$ cat config.mk
export PLATFORM = sky130hd
export DESIGN_NAME = se_status_decode
export DESIGN_NICKNAME = d
export VERILOG_FILES = /design/src/verilog/se_pkg.sv /design/src/verilog/resp_fifo.sv /design/src/verilog/se_status_decode.sv
export VERILOG_INCLUDE_DIRS = /design/src /design/src/verilog
export SDC_FILE = /design/constraint.sdc
export NUM_CORES = 1
export LEC_CHECK = 0
export ABC_AREA = 1
export BUFFER_PORTS_ARGS = -buffer_cell sky130_fd_sc_hd__buf_4
export CORE_MARGIN = 4
export CORE_UTILIZATION = 62
export CTS_CLUSTER_SIZE = 12
export DETAILED_ROUTE_END_ITERATION = 10
export PLACE_DENSITY = 0.9
export SLEW_MARGIN = 30
export SYNTH_ARGS = -nofsm -noshare
export SYNTH_HDL_FRONTEND = slang
export SYNTH_HIERARCHICAL = 1
export SYNTH_SLANG_ARGS = --single-unit
$ cat constraint.sdc
create_clock -name mclk -period 4.4 [get_ports mclk]
set_clock_uncertainty 0.1 [all_clocks]
set_input_delay 0.44 -clock mclk [delete_from_list [all_inputs] [get_ports mclk]]
set_output_delay 0.44 -clock mclk [all_outputs]
set_load 0.1 [all_outputs]
$ cat src/verilog/se_regs.svh
// Purpose: named constants for the status and address decode block
// Assumes: included by bare name
// Notes: definitions only
`ifndef SE_REGS_SVH
`define SE_REGS_SVH

`define ST_OK 8'h00
`define ST_MISCMP 8'h01
`define ST_PARSE 8'h03
`define ST_ECC 8'h05
`define ST_SELFTEST 8'h07
`define ST_HEALTH 8'h08
`define ST_EXEC 8'h0f
`define ST_WAKE 8'h11
`define ST_WDT 8'hee
`define ST_COMM 8'hff

`define GRP_MIN 8'h04
`define GRP_MAX 8'h9b
`define STATUS_GRP_LEN 8'h04
`define GRP_OVERHEAD 8'h03
`define CRC_BYTES 8'h02
`define CRC_POLY 16'h8005
`define CRC_INIT 16'h0000
`define IDLE_BYTE 8'hff

`define IDX_COUNT 8'h00
`define IDX_OPCODE 8'h01
`define IDX_P1 8'h02
`define IDX_ADDR_LO 8'h03
`define IDX_ADDR_HI 8'h04

`define ZONE_CFG 2'h0
`define ZONE_OTP 2'h1
`define ZONE_DATA 2'h2
`define ZONE_BAD 2'h3
`define P1_UNIT32 7
`define P1_ENC 6
`define P1_ZONE_HI 1
`define P1_ZONE_LO 0
`define DIR_READ 0

`define A_SLOT_HI 6
`define A_SLOT_LO 3
`define A_OFF_HI 2
`define A_OFF_LO 0
`define A_CFG_BLK_HI 4
`define A_CFG_BLK_LO 3
`define A_OTP_BLK 3
`define A_SMALL_BLK 8
`define A_S8_BLK_HI 11
`define A_S8_BLK_LO 8
`define A_BIG_BLK_HI 9
`define A_BIG_BLK_LO 8

`define SLOT_SMALL_LAST 4'h7
`define SLOT_EIGHT 4'h8
`define S8_LAST_BLK 4'hc
`define BIG_LAST_BLK 2'h2
`define BIG_LAST_OFF 3'h1
`define OFF_FIRST 3'h0

`define WR_PLAIN_MASK 16'ha300
`define WR_ENC_MASK 16'h0060
`define RD_MASK 16'hfd00

`endif

$ cat src/verilog/se_pkg.sv
// Purpose: types shared by the status and address decode block
// Assumes: constants live in se_regs.svh
// Notes: none
package se_pkg;

	typedef enum logic [2:0] {
		B_IDLE = 3'b000,
		B_RX = 3'b001,
		B_EVAL = 3'b010,
		B_BUSY = 3'b011,
		B_HDR = 3'b100,
		B_DATA = 3'b101,
		B_CRCL = 3'b110,
		B_CRCH = 3'b111
	} build_st_t;

	typedef enum logic [1:0] {
		L_IDLE = 2'b00,
		L_DIR = 2'b01,
		L_WRITE = 2'b10,
		L_READ = 2'b11
	} link_st_t;

	typedef enum logic [2:0] {
		R_OK = 3'b000,
		R_MISCMP = 3'b001,
		R_ECC = 3'b010,
		R_SELFTEST = 3'b011,
		R_HEALTH = 3'b100,
		R_EXEC = 3'b101
	} res_code_t;

	typedef struct packed {
		logic [7:0] opcode;
		logic [7:0] param1;
		logic [15:0] addr;
	} cmd_t;

	typedef struct packed {
		logic [1:0] zone;
		logic [3:0] slot;
		logic [3:0] block;
		logic [2:0] offset;
		logic unit32;
	} dec_t;

	typedef struct packed {
		res_code_t code;
		logic [7:0] res_len;
	} exec_res_t;

endpackage

$ cat src/verilog/resp_fifo.sv
// Purpose: response byte FIFO between group builder and serial transmitter
// Assumes: depth is a power of two
// Notes: flush empties it in one cycle
`timescale 1ns/10ps
module resp_fifo #(
	parameter int W = 8,
	parameter int D = 32
) (
	input wire logic mclk,
	input wire logic reset_n,
	input wire logic flush,
	input wire logic in_valid,
	output logic in_ready,
	input wire logic [W-1:0] in_data,
	output logic out_valid,
	input wire logic out_ready,
	output logic [W-1:0] out_data
);
	localparam int AW = $clog2(D);

	generate
		if (D < 2 || (1 << AW) != D || W < 1) begin : g_bad
			$error("resp_fifo: depth must be a power of two of at least 2");
		end
	endgenerate

	logic [W-1:0] mem_r [D];
	logic [AW-1:0] wr_r;
	logic [AW-1:0] rd_r;
	logic [AW:0] cnt_r;
	wire push = in_valid && in_ready;
	wire pop = out_valid && out_ready;

	assign in_ready = cnt_r != (AW+1)'(D);
	assign out_valid = cnt_r != '0;
	assign out_data = mem_r[rd_r];

	always_ff @(posedge mclk) begin
		if (push)
			mem_r[wr_r] <= in_data;
	end

	always_ff @(posedge mclk) begin
		if (!reset_n || flush) begin
			wr_r <= '0;
			rd_r <= '0;
			cnt_r <= '0;
		end else begin
			if (push)
				wr_r <= wr_r + 1'b1;
			if (pop)
				rd_r <= rd_r + 1'b1;
			cnt_r <= cnt_r + {{AW{1'b0}}, push} - {{AW{1'b0}}, pop};
		end
	end
endmodule // resp_fifo

$ cat src/verilog/se_status_decode.sv
// Purpose: group receive, checksum, address decode, access policy and status groups
// Assumes: serial link pins are asynchronous to mclk; executor sits outside
// Notes: results stream from the executor through the response FIFO
//
// How it works
// - every answer is count, packet, two-byte checksum
// - nothing readable until whole input group arrived
// - checksum failure reported before any other fault
// - success 0x00, mac_check_command/verify mismatch 0x01
// - illegal memory zone, address or parameter gives 0x03
// - elliptic-curve fault gives 0x05, retry allowed
// - self-test failure latches, reports 0x07 until cleared
// - health failure reports 0x08, blocks random commands
// - cannot run in present state gives 0x0F
// - after wake, status 0x11 waits in output
// - too little time-limit time left gives 0xEE
// - communication failure gives 0xFF, nothing executed
// - configuration zone in 4 or 32 bytes only
// - configuration uses address bits 4:3 and 2:0
// - configuration and OTP zones are read-only
// - OTP 64 bytes, bit 3 block, 2:0 word
// - plain writes 8,9,13,15; encrypted writes 5,6
// - plain reads 8,10-15; everything else refused
// - slot bits 6:3, offset 2:0, block per slot
// - slots 0-7 block 1 only offset 0; 32-byte access passes at any offset
// - count byte 4 to 155, else I/O error
// - CRC-16 poly 0x8005, zero start, LSB first
// - busy during execution, link ignored, nothing offered
`timescale 1ns/10ps
`include "se_regs.svh"
module se_status_decode #(
	parameter logic [7:0] READ_OP = 8'h02,
	parameter logic [7:0] WRITE_OP = 8'h12,
	parameter logic [7:0] RNG_OP = 8'h1b,
	parameter int unsigned WDT_CYCLES = 26000000,
	parameter int unsigned CMD_MAX_CYCLES = 4000000,
	parameter int FIFO_W = 8,
	parameter int FIFO_D = 32
) (
	input wire logic mclk,
	input wire logic reset_n,
	input wire logic scl,
	input wire logic sda_in,
	output logic sda_out,
	output logic sda_oe_n,
	input wire logic wake,
	input wire logic idle_sleep,
	input wire logic selftest_fail,
	input wire logic selftest_clear,
	input wire logic health_clear,
	output logic cmd_valid,
	output se_pkg::cmd_t cmd,
	output se_pkg::dec_t cmd_dec,
	input wire logic exec_done,
	input wire se_pkg::exec_res_t exec_res,
	input wire logic res_valid,
	input wire logic [7:0] res_data,
	output logic res_ready,
	output logic busy
);
	generate
		if (CMD_MAX_CYCLES == 0 || CMD_MAX_CYCLES >= WDT_CYCLES || FIFO_W != 8) begin : g_bad
			$error("se_status_decode: bad timer limits or fifo width");
		end
	endgenerate

	function automatic logic [15:0] crc_byte(input logic [15:0] c, input logic [7:0] d);
		logic [15:0] r;
		logic fb;
		r = c;
		for (int i = 0; i < 8; i++) begin
			fb = d[i] ^ r[15];
			r = {r[14:0], 1'b0};
			if (fb)
				r = r ^ `CRC_POLY;
		end
		return r;
	endfunction

	// link pin synchronisers and edge detection
	logic scl_s1, scl_s2, scl_s3;
	logic sda_s1, sda_s2, sda_s3;
	always_ff @(posedge mclk) begin
		if (!reset_n) begin
			scl_s1 <= 1'b1;
			scl_s2 <= 1'b1;
			scl_s3 <= 1'b1;
			sda_s1 <= 1'b1;
			sda_s2 <= 1'b1;
			sda_s3 <= 1'b1;
		end else begin
			scl_s1 <= scl;
			scl_s2 <= scl_s1;
			scl_s3 <= scl_s2;
			sda_s1 <= sda_in;
			sda_s2 <= sda_s1;
			sda_s3 <= sda_s2;
		end
	end
	wire scl_rise = scl_s2 && !scl_s3;
	wire scl_fall = !scl_s2 && scl_s3;
	wire bus_start = scl_s2 && scl_s3 && sda_s3 && !sda_s2;
	wire bus_stop = scl_s2 && scl_s3 && !sda_s3 && sda_s2;

	se_pkg::build_st_t bst_r;
	se_pkg::link_st_t lst_r;
	logic [2:0] bit_cnt_r;
	logic [7:0] rx_sh_r;
	logic [7:0] tx_sh_r;
	logic oe_n_r;
	logic rx_v_r;
	logic [7:0] rx_byte_r;

	// fifo wiring
	logic f_in_valid, f_in_ready, f_out_valid, f_out_ready, f_flush;
	logic [7:0] f_in_data, f_out_data;

	wire link_ignore = bst_r != se_pkg::B_IDLE && bst_r != se_pkg::B_RX;
	wire read_ok = f_out_valid && bst_r != se_pkg::B_RX;
	wire tx_load = lst_r == se_pkg::L_READ && scl_fall && bit_cnt_r == 3'h0;
	wire [7:0] rx_full = {rx_sh_r[6:0], sda_s2};
	assign f_out_ready = tx_load && read_ok;
	assign sda_out = 1'b0;
	assign sda_oe_n = oe_n_r;

	always_ff @(posedge mclk) begin
		if (!reset_n || link_ignore) begin
			lst_r <= se_pkg::L_IDLE;
			bit_cnt_r <= 3'h0;
			rx_sh_r <= 8'h00;
			tx_sh_r <= `IDLE_BYTE;
			oe_n_r <= 1'b1;
			rx_v_r <= 1'b0;
			rx_byte_r <= 8'h00;
		end else begin
			rx_v_r <= 1'b0;
			if (bus_start) begin
				lst_r <= se_pkg::L_DIR;
				bit_cnt_r <= 3'h0;
				oe_n_r <= 1'b1;
			end else if (bus_stop) begin
				lst_r <= se_pkg::L_IDLE;
				oe_n_r <= 1'b1;
			end else if (scl_rise && lst_r != se_pkg::L_IDLE) begin
				rx_sh_r <= rx_full;
				bit_cnt_r <= bit_cnt_r + 3'h1;
				if (bit_cnt_r == 3'h7 && lst_r == se_pkg::L_DIR)
					lst_r <= rx_full[`DIR_READ] ? se_pkg::L_READ : se_pkg::L_WRITE;
				if (bit_cnt_r == 3'h7 && lst_r == se_pkg::L_WRITE) begin
					rx_v_r <= 1'b1;
					rx_byte_r <= rx_full;
				end
			end else if (tx_load) begin
				tx_sh_r <= read_ok ? f_out_data : `IDLE_BYTE;
				oe_n_r <= read_ok ? f_out_data[7] : 1'b1;
			end else if (scl_fall && lst_r == se_pkg::L_READ) begin
				tx_sh_r <= {tx_sh_r[6:0], 1'b1};
				oe_n_r <= tx_sh_r[6];
			end
		end
	end

	// group receive state
	logic [7:0] rx_idx_r, rx_cnt_r, crc_lo_r, code_r, resp_len_r, out_idx_r;
	logic [15:0] crc_r;
	logic comm_err_r, stream_r, cmd_valid_r, selftest_r, health_r;
	se_pkg::cmd_t cmd_r;
	se_pkg::dec_t dec_r;
	logic [31:0] wdt_cnt_r;

	wire cnt_bad = rx_byte_r < `GRP_MIN || rx_byte_r > `GRP_MAX;
	wire in_crc_area = rx_idx_r < rx_cnt_r - `CRC_BYTES;
	wire is_crc_lo = rx_idx_r == rx_cnt_r - `CRC_BYTES;
	wire is_last = rx_idx_r == rx_cnt_r - 8'h01;
	wire crc_match = {rx_byte_r, crc_lo_r} == crc_r;

	// address decode
	wire [1:0] zone = cmd_r.param1[`P1_ZONE_HI:`P1_ZONE_LO];
	wire unit32 = cmd_r.param1[`P1_UNIT32];
	wire enc = cmd_r.param1[`P1_ENC];
	wire [3:0] slot = cmd_r.addr[`A_SLOT_HI:`A_SLOT_LO];
	wire [2:0] offs = cmd_r.addr[`A_OFF_HI:`A_OFF_LO];
	wire [1:0] cfg_blk = cmd_r.addr[`A_CFG_BLK_HI:`A_CFG_BLK_LO];
	wire otp_blk = cmd_r.addr[`A_OTP_BLK];
	wire small_blk = cmd_r.addr[`A_SMALL_BLK];
	wire [3:0] s8_blk = cmd_r.addr[`A_S8_BLK_HI:`A_S8_BLK_LO];
	wire [1:0] big_blk = cmd_r.addr[`A_BIG_BLK_HI:`A_BIG_BLK_LO];
	wire is_small = slot <= `SLOT_SMALL_LAST;
	wire is_eight = slot == `SLOT_EIGHT;
	wire small_ok = !small_blk || unit32 || offs == `OFF_FIRST;
	wire eight_ok = s8_blk <= `S8_LAST_BLK;
	wire big_ok = big_blk < `BIG_LAST_BLK ||
		(big_blk == `BIG_LAST_BLK && (unit32 || offs <= `BIG_LAST_OFF));
	wire word_ok = is_small ? small_ok : (is_eight ? eight_ok : big_ok);
	wire is_rd = cmd_r.opcode == READ_OP;
	wire is_wr = cmd_r.opcode == WRITE_OP;
	wire is_mem = is_rd || is_wr;
	wire is_data = zone == `ZONE_DATA;
	wire [15:0] perm = is_wr ? (enc ? `WR_ENC_MASK : `WR_PLAIN_MASK) : `RD_MASK;
	wire parse_err = is_mem && (zone == `ZONE_BAD || (is_wr && !is_data) ||
		(is_data && !word_ok));
	wire policy_err = is_mem && is_data && !perm[slot];
	wire wdt_low = wdt_cnt_r > 32'(WDT_CYCLES - CMD_MAX_CYCLES);
	wire rng_blocked = health_r && cmd_r.opcode == RNG_OP;

	se_pkg::dec_t dec_w;
	always_comb begin
		dec_w.zone = zone;
		dec_w.slot = is_data ? slot : 4'h0;
		dec_w.offset = offs;
		dec_w.unit32 = unit32;
		if (zone == `ZONE_CFG)
			dec_w.block = {2'b00, cfg_blk};
		else if (zone == `ZONE_OTP)
			dec_w.block = {3'b000, otp_blk};
		else if (is_small)
			dec_w.block = {3'b000, small_blk};
		else if (is_eight)
			dec_w.block = s8_blk;
		else
			dec_w.block = {2'b00, big_blk};
	end

	logic [7:0] exec_code;
	always_comb begin
		case (exec_res.code)
			se_pkg::R_OK: exec_code = `ST_OK;
			se_pkg::R_MISCMP: exec_code = `ST_MISCMP;
			se_pkg::R_ECC: exec_code = `ST_ECC;
			se_pkg::R_SELFTEST: exec_code = `ST_SELFTEST;
			se_pkg::R_HEALTH: exec_code = `ST_HEALTH;
			se_pkg::R_EXEC: exec_code = `ST_EXEC;
			default: exec_code = `ST_EXEC;
		endcase
	end

	// response builder feed into fifo
	wire st_data = bst_r == se_pkg::B_DATA;
	wire data_src_v = !stream_r || res_valid;
	assign f_in_valid = bst_r == se_pkg::B_HDR || bst_r == se_pkg::B_CRCL ||
		bst_r == se_pkg::B_CRCH || (st_data && data_src_v);
	assign f_in_data = bst_r == se_pkg::B_HDR ? resp_len_r :
		bst_r == se_pkg::B_CRCL ? crc_r[7:0] :
		bst_r == se_pkg::B_CRCH ? crc_r[15:8] :
		stream_r ? res_data : code_r;
	assign res_ready = st_data && stream_r && f_in_ready;
	wire pushed = f_in_valid && f_in_ready;
	wire pkt_last = out_idx_r == resp_len_r - `GRP_OVERHEAD - 8'h01;
	assign f_flush = bst_r == se_pkg::B_IDLE && (rx_v_r || wake);
	assign busy = link_ignore;
	assign cmd_valid = cmd_valid_r;
	assign cmd = cmd_r;
	assign cmd_dec = dec_r;

	resp_fifo #(
		.W(FIFO_W),
		.D(FIFO_D)
	) u_fifo (
		.mclk(mclk),
		.reset_n(reset_n),
		.flush(f_flush),
		.in_valid(f_in_valid),
		.in_ready(f_in_ready),
		.in_data(f_in_data),
		.out_valid(f_out_valid),
		.out_ready(f_out_ready),
		.out_data(f_out_data)
	);

	// command time-limit timer, restarted by wake or idle/sleep
	always_ff @(posedge mclk) begin
		if (!reset_n || wake || idle_sleep)
			wdt_cnt_r <= 32'h0;
		else if (wdt_cnt_r < 32'(WDT_CYCLES))
			wdt_cnt_r <= wdt_cnt_r + 32'h1;
	end

	// sticky failure flags; a set wins over a clear
	always_ff @(posedge mclk) begin
		if (!reset_n) begin
			selftest_r <= 1'b0;
			health_r <= 1'b0;
		end else begin
			if (selftest_fail || (bst_r == se_pkg::B_BUSY && exec_done &&
				exec_res.code == se_pkg::R_SELFTEST))
				selftest_r <= 1'b1;
			else if (selftest_clear)
				selftest_r <= 1'b0;
			if (bst_r == se_pkg::B_BUSY && exec_done && exec_res.code == se_pkg::R_HEALTH)
				health_r <= 1'b1;
			else if (health_clear)
				health_r <= 1'b0;
		end
	end

	always_ff @(posedge mclk) begin
		if (!reset_n) begin
			bst_r <= se_pkg::B_IDLE;
			rx_idx_r <= 8'h00;
			rx_cnt_r <= 8'h00;
			crc_lo_r <= 8'h00;
			crc_r <= `CRC_INIT;
			comm_err_r <= 1'b0;
			code_r <= `ST_OK;
			resp_len_r <= `STATUS_GRP_LEN;
			out_idx_r <= 8'h00;
			stream_r <= 1'b0;
			cmd_valid_r <= 1'b0;
			cmd_r <= '0;
			dec_r <= '0;
		end else begin
			cmd_valid_r <= 1'b0;
			case (bst_r)
				se_pkg::B_IDLE: begin
					if (wake) begin
						code_r <= `ST_WAKE;
						stream_r <= 1'b0;
						resp_len_r <= `STATUS_GRP_LEN;
						crc_r <= `CRC_INIT;
						bst_r <= se_pkg::B_HDR;
					end else if (rx_v_r) begin
						rx_cnt_r <= rx_byte_r;
						rx_idx_r <= 8'h01;
						comm_err_r <= cnt_bad;
						crc_r <= crc_byte(`CRC_INIT, rx_byte_r);
						bst_r <= se_pkg::B_RX;
					end
				end
				se_pkg::B_RX: begin
					if (comm_err_r && bus_stop)
						bst_r <= se_pkg::B_EVAL;
					else if (rx_v_r && !comm_err_r) begin
						rx_idx_r <= rx_idx_r + 8'h01;
						if (in_crc_area)
							crc_r <= crc_byte(crc_r, rx_byte_r);
						if (is_crc_lo)
							crc_lo_r <= rx_byte_r;
						if (rx_idx_r == `IDX_OPCODE)
							cmd_r.opcode <= rx_byte_r;
						if (rx_idx_r == `IDX_P1)
							cmd_r.param1 <= rx_byte_r;
						if (rx_idx_r == `IDX_ADDR_LO)
							cmd_r.addr[7:0] <= rx_byte_r;
						if (rx_idx_r == `IDX_ADDR_HI)
							cmd_r.addr[15:8] <= rx_byte_r;
						if (is_last) begin
							comm_err_r <= !crc_match;
							bst_r <= se_pkg::B_EVAL;
						end
					end
				end
				se_pkg::B_EVAL: begin
					stream_r <= 1'b0;
					resp_len_r <= `STATUS_GRP_LEN;
					crc_r <= `CRC_INIT;
					bst_r <= se_pkg::B_HDR;
					if (comm_err_r)
						code_r <= `ST_COMM;
					else if (parse_err)
						code_r <= `ST_PARSE;
					else if (policy_err)
						code_r <= `ST_EXEC;
					else if (wdt_low)
						code_r <= `ST_WDT;
					else if (selftest_r)
						code_r <= `ST_SELFTEST;
					else if (rng_blocked)
						code_r <= `ST_HEALTH;
					else begin
						dec_r <= dec_w;
						cmd_valid_r <= 1'b1;
						bst_r <= se_pkg::B_BUSY;
					end
				end
				se_pkg::B_BUSY: begin
					if (exec_done) begin
						code_r <= exec_code;
						stream_r <= exec_res.code == se_pkg::R_OK && exec_res.res_len != 8'h00;
						resp_len_r <= (exec_res.code == se_pkg::R_OK && exec_res.res_len != 8'h00) ?
							exec_res.res_len + `GRP_OVERHEAD : `STATUS_GRP_LEN;
						crc_r <= `CRC_INIT;
						bst_r <= se_pkg::B_HDR;
					end
				end
				se_pkg::B_HDR: begin
					if (pushed) begin
						crc_r <= crc_byte(crc_r, f_in_data);
						out_idx_r <= 8'h00;
						bst_r <= se_pkg::B_DATA;
					end
				end
				se_pkg::B_DATA: begin
					if (pushed) begin
						crc_r <= crc_byte(crc_r, f_in_data);
						out_idx_r <= out_idx_r + 8'h01;
						if (pkt_last)
							bst_r <= se_pkg::B_CRCL;
					end
				end
				se_pkg::B_CRCL: begin
					if (pushed)
						bst_r <= se_pkg::B_CRCH;
				end
				se_pkg::B_CRCH: begin
					if (pushed)
						bst_r <= se_pkg::B_IDLE;
				end
				default: bst_r <= se_pkg::B_IDLE;
			endcase
		end
	end
endmodule // se_status_decode

==> impl_metrics.tcl <==
set metrics [dict create \
    dp.cells 2922 \
    slew_headroom 0.386 \
    dieArea_sq_um 38100 \
    cts_setup_buffers 0 \
    vias 18000 \
    grt_pass1_wl_mm 88.0 \
    fmax_mhz 258 \
    finalNetCount 2596 \
    die_h_microns 195 \
    max_stage_delay_ps 400 \
    synth_edf_count 256 \
    syn_to_final_growth_pct 10.1 \
    worst_setup_path_end_kind "flip-flop" \
    initial_core_util 0.629 \
    io_pins 81 \
    drc 0 \
    drt_iter0_markers 1951 \
    outcome "completed" \
    critPathMaxFanout 10 \
    dp_hpwl_mm 36.0 \
    grt.overflow.total 0 \
    portBuffers 79 \
    critPathArrivalTime_ps 4270 \
    p_leak_nw 9.41 \
    path_class "flip-flop to flip-flop" \
    synth_seq_cells 460 \
    clk_path_buf_depth 3 \
    ant_nets 0 \
    synthCells 2464 \
    track_usage 0.281 \
    syn_avg_cell_area_sq_um 8.82 \
    maxCapViolCount 0 \
    irDropWorstVdd_mv 0.409 \
    ys_top_cells_by_count "604 x nand2_1, 277 x nand3_1, 256 x edfxtp_1, 211 x inv_1, 204 x dfxtp_1" \
    hp-class "input port to flip-flop" \
    antenna_cells 0 \
    crit_slowest_cell "fa_1" \
    fin_util 0.693 \
    power.density_nw_per_um2 517 \
    yosysWarningCount 6 \
    core_area_sq_um 34500 \
    cts_tree "yes" \
    syn_nets 2542 \
    wl_mm 55.2 \
    path_clk_slew_ps 60 \
    rsz0062_at_grt "no" \
    crit_required_ps 4790 \
    wire_per_inst_microns 18.4 \
    seq_area_frac_synth 0.541 \
    slew_violations 0 \
    dr.pass1.iters 6 \
    stdcell_count 3007 \
    antenna_found_initial 0 \
    die_w_microns 195 \
    via_per_inst 5.98 \
    ys_async_sr_fraction 0 \
    cts-root-buf "clkbuf_16" \
    clock_sinks 460 \
    cts_buffers 47 \
    yosysTopAreaCellShare 0.354 \
    rows 68 \
    layout-drive-gt1-share 0.0940 \
    ys_types 61 \
    critPathLaunchType "flip-flop" \
    finalHoldViolations 0 \
    grt_max_degree 98 \
    setup_viol 0 \
    syn_area_sq_um 21700 \
    tightest_slew_ps 914 \
    h-tree-depth 2 \
    routabilityCongestion 0.947 \
    synth_area_leader_cell "edfxtp_1" \
    setup_tns_ps 0 \
    yosysMostFrequentCell "nand2_1" \
    synthTopCellsByArea "edfxtp_1 35%, dfxtp_1 19%, nand2_1 10%" \
    fin_crit_sh 0.880 \
    clkLatencyLatePin_ps 580 \
    critical_path.most_common_cell "inv_1" \
    period_needed_ps 3870 \
    ys.flop_type "edfxtp_1" \
    grt_pass1_vias 17500 \
    path_cells "inv_1, nor4_1, buf_4, nand2_1, nor2_1, nand3_2, inv_1, nand2_1, inv_1, ha_1, inv_1, ha_1, inv_1, fa_1, o31ai_1, o21ai_0, a21oi_1" \
]
critical path, delay by kind of cell, from the launching register on:
| family | cells | cell delay, ps |
|---|---|---|
| flip-flops | 1 | 350 |
| adder cells (fa/ha/maj) | 3 | 860 |
| buffers and inverters | 6 | 770 |
| AND/OR/NAND/NOR | 5 | 1140 |
| AO/OA/AOI/OAI | 3 | 590 |
layout by cell type, fill, tap and decap left out, types with 3 or more instances in the layout:
cell,n
a211oi_1,20
a21oi_1,152
a22oi_1,5
a31oi_1,8
and3_1,3
buf_4,97
clkbuf_1,17
clkbuf_16,47
clkbuf_8,4
clkinv_1,11
clkinv_2,6
dfxtp_1,202
edfxtp_1,256
ha_1,47
inv_1,204
inv_2,16
nand2_1,604
nand2_2,20
nand3_1,276
nand3_2,6
nand4_1,33
nor2_1,179
nor2_2,3
nor2_4,3
nor3_1,38
nor3b_1,11
nor4_1,10
o211ai_1,10
o21a_1,3
o21ai_0,122
o221ai_1,12
o22ai_1,7
o31ai_1,4
or2_2,14
xnor2_1,22
xnor2_2,3
xor2_1,32
sequential cells by signal, indices dropped and copies added, names as in the netlist, 2 cells and up, named ones only:
signal        count
rx_cnt_r          8
wdt_cnt_r        32
resp_len_r        8
u_fifo/cnt_r      6
lst_r             2
rx_idx_r          8
code_r            6
rx_sh_r           7
tx_sh_r           7
u_fifo/mem_r    256
rx_byte_r         8
out_idx_r         8
cmd              32
crc_lo_r          8
bst_r             3
bit_cnt_r         3
u_fifo/rd_r       5
crc_r            16
cmd_dec          14
u_fifo/wr_r       5
cell families after synthesis:
family                   count (synthesis)  share of synthesized area
AND/OR/NAND/NOR                       1211                      0.244
other                                    1                   0.000172
adder cells (fa/ha/maj)                 48                     0.0280
buffers and inverters                  324                     0.0671
AO/OA/AOI/OAI                          361                     0.0940
flip-flops                             460                      0.541
XOR/XNOR                                59                     0.0255
worst paths after layout:
path / start / end / slack [ps] / cells after the start
worst max-delay path: lst_r[1]$_SDFFE_PP0P_ / u_fifo/cnt_r[4]$_SDFF_PP0_ / 530 / 17
worst min-delay path: exec_done / health_r$_SDFFE_PN0P_ / 50 / 3
worst max register to register: lst_r[1]$_SDFFE_PP0P_ / u_fifo/cnt_r[4]$_SDFF_PP0_ / 530 / 17
worst min register to register: sda_s1$_SDFF_PN1_ / sda_s2$_SDFF_PN1_ / 310 / 1
layer usage:
layer	routed length (microns)	track usage	up-vias
li1	-	-	8462
met1	21200	0.364	8356
met2	26700	0.474	979
met3	5160	0.0476	179
met4	2220	0.114	0
met5	0	0	-
repair_timing:
action / 4_1_cts / 5_1_grt
hold buffers: 2 / 0
endpoints found under the hold margin: 2 / 0
setup endpoints to repair: 0 / 1
gates resized for setup: 0 / 1
through the flow:
| step | instance area [sq um] | setup WS (ps) | hold WS, ps | total power (W) |
|---|---|---|---|---|
| after floorplan | 21700 | 655 | 293 | 0.00770 |
| after global placement | 22500 | 647 | 301 | 0.00847 |
| after detailed placement | 22500 | 520 | 301 | 0.00862 |
| after CTS | 23900 | 515 | 28.1 | 0.0123 |
| after global routing | 23900 | 91.3 | 74.1 | 0.0130 |
| final | 23900 | 528 | 52.8 | 0.0124 |
cell type report:
class                           instances  area, sq um
Inverter                              229          861
Clock inverter                         13          123
Sequential cell                       460        11800
Fill cell                            2514        10600
Clock buffer                           70         1310
Multi-Input combinational cell       1680         8530
Timing Repair Buffer                  100          759
Tap cell                              455          569
where the power goes:
part	total (W)	leakage (nW)	internal, W	switching [W]
clock network	0.00374	0.699	0.00212	0.00162
logic	0.00339	4.71	0.000935	0.00245
registers	0.00525	4.00	0.00506	0.000192
(Power assumes the default switching activity.)
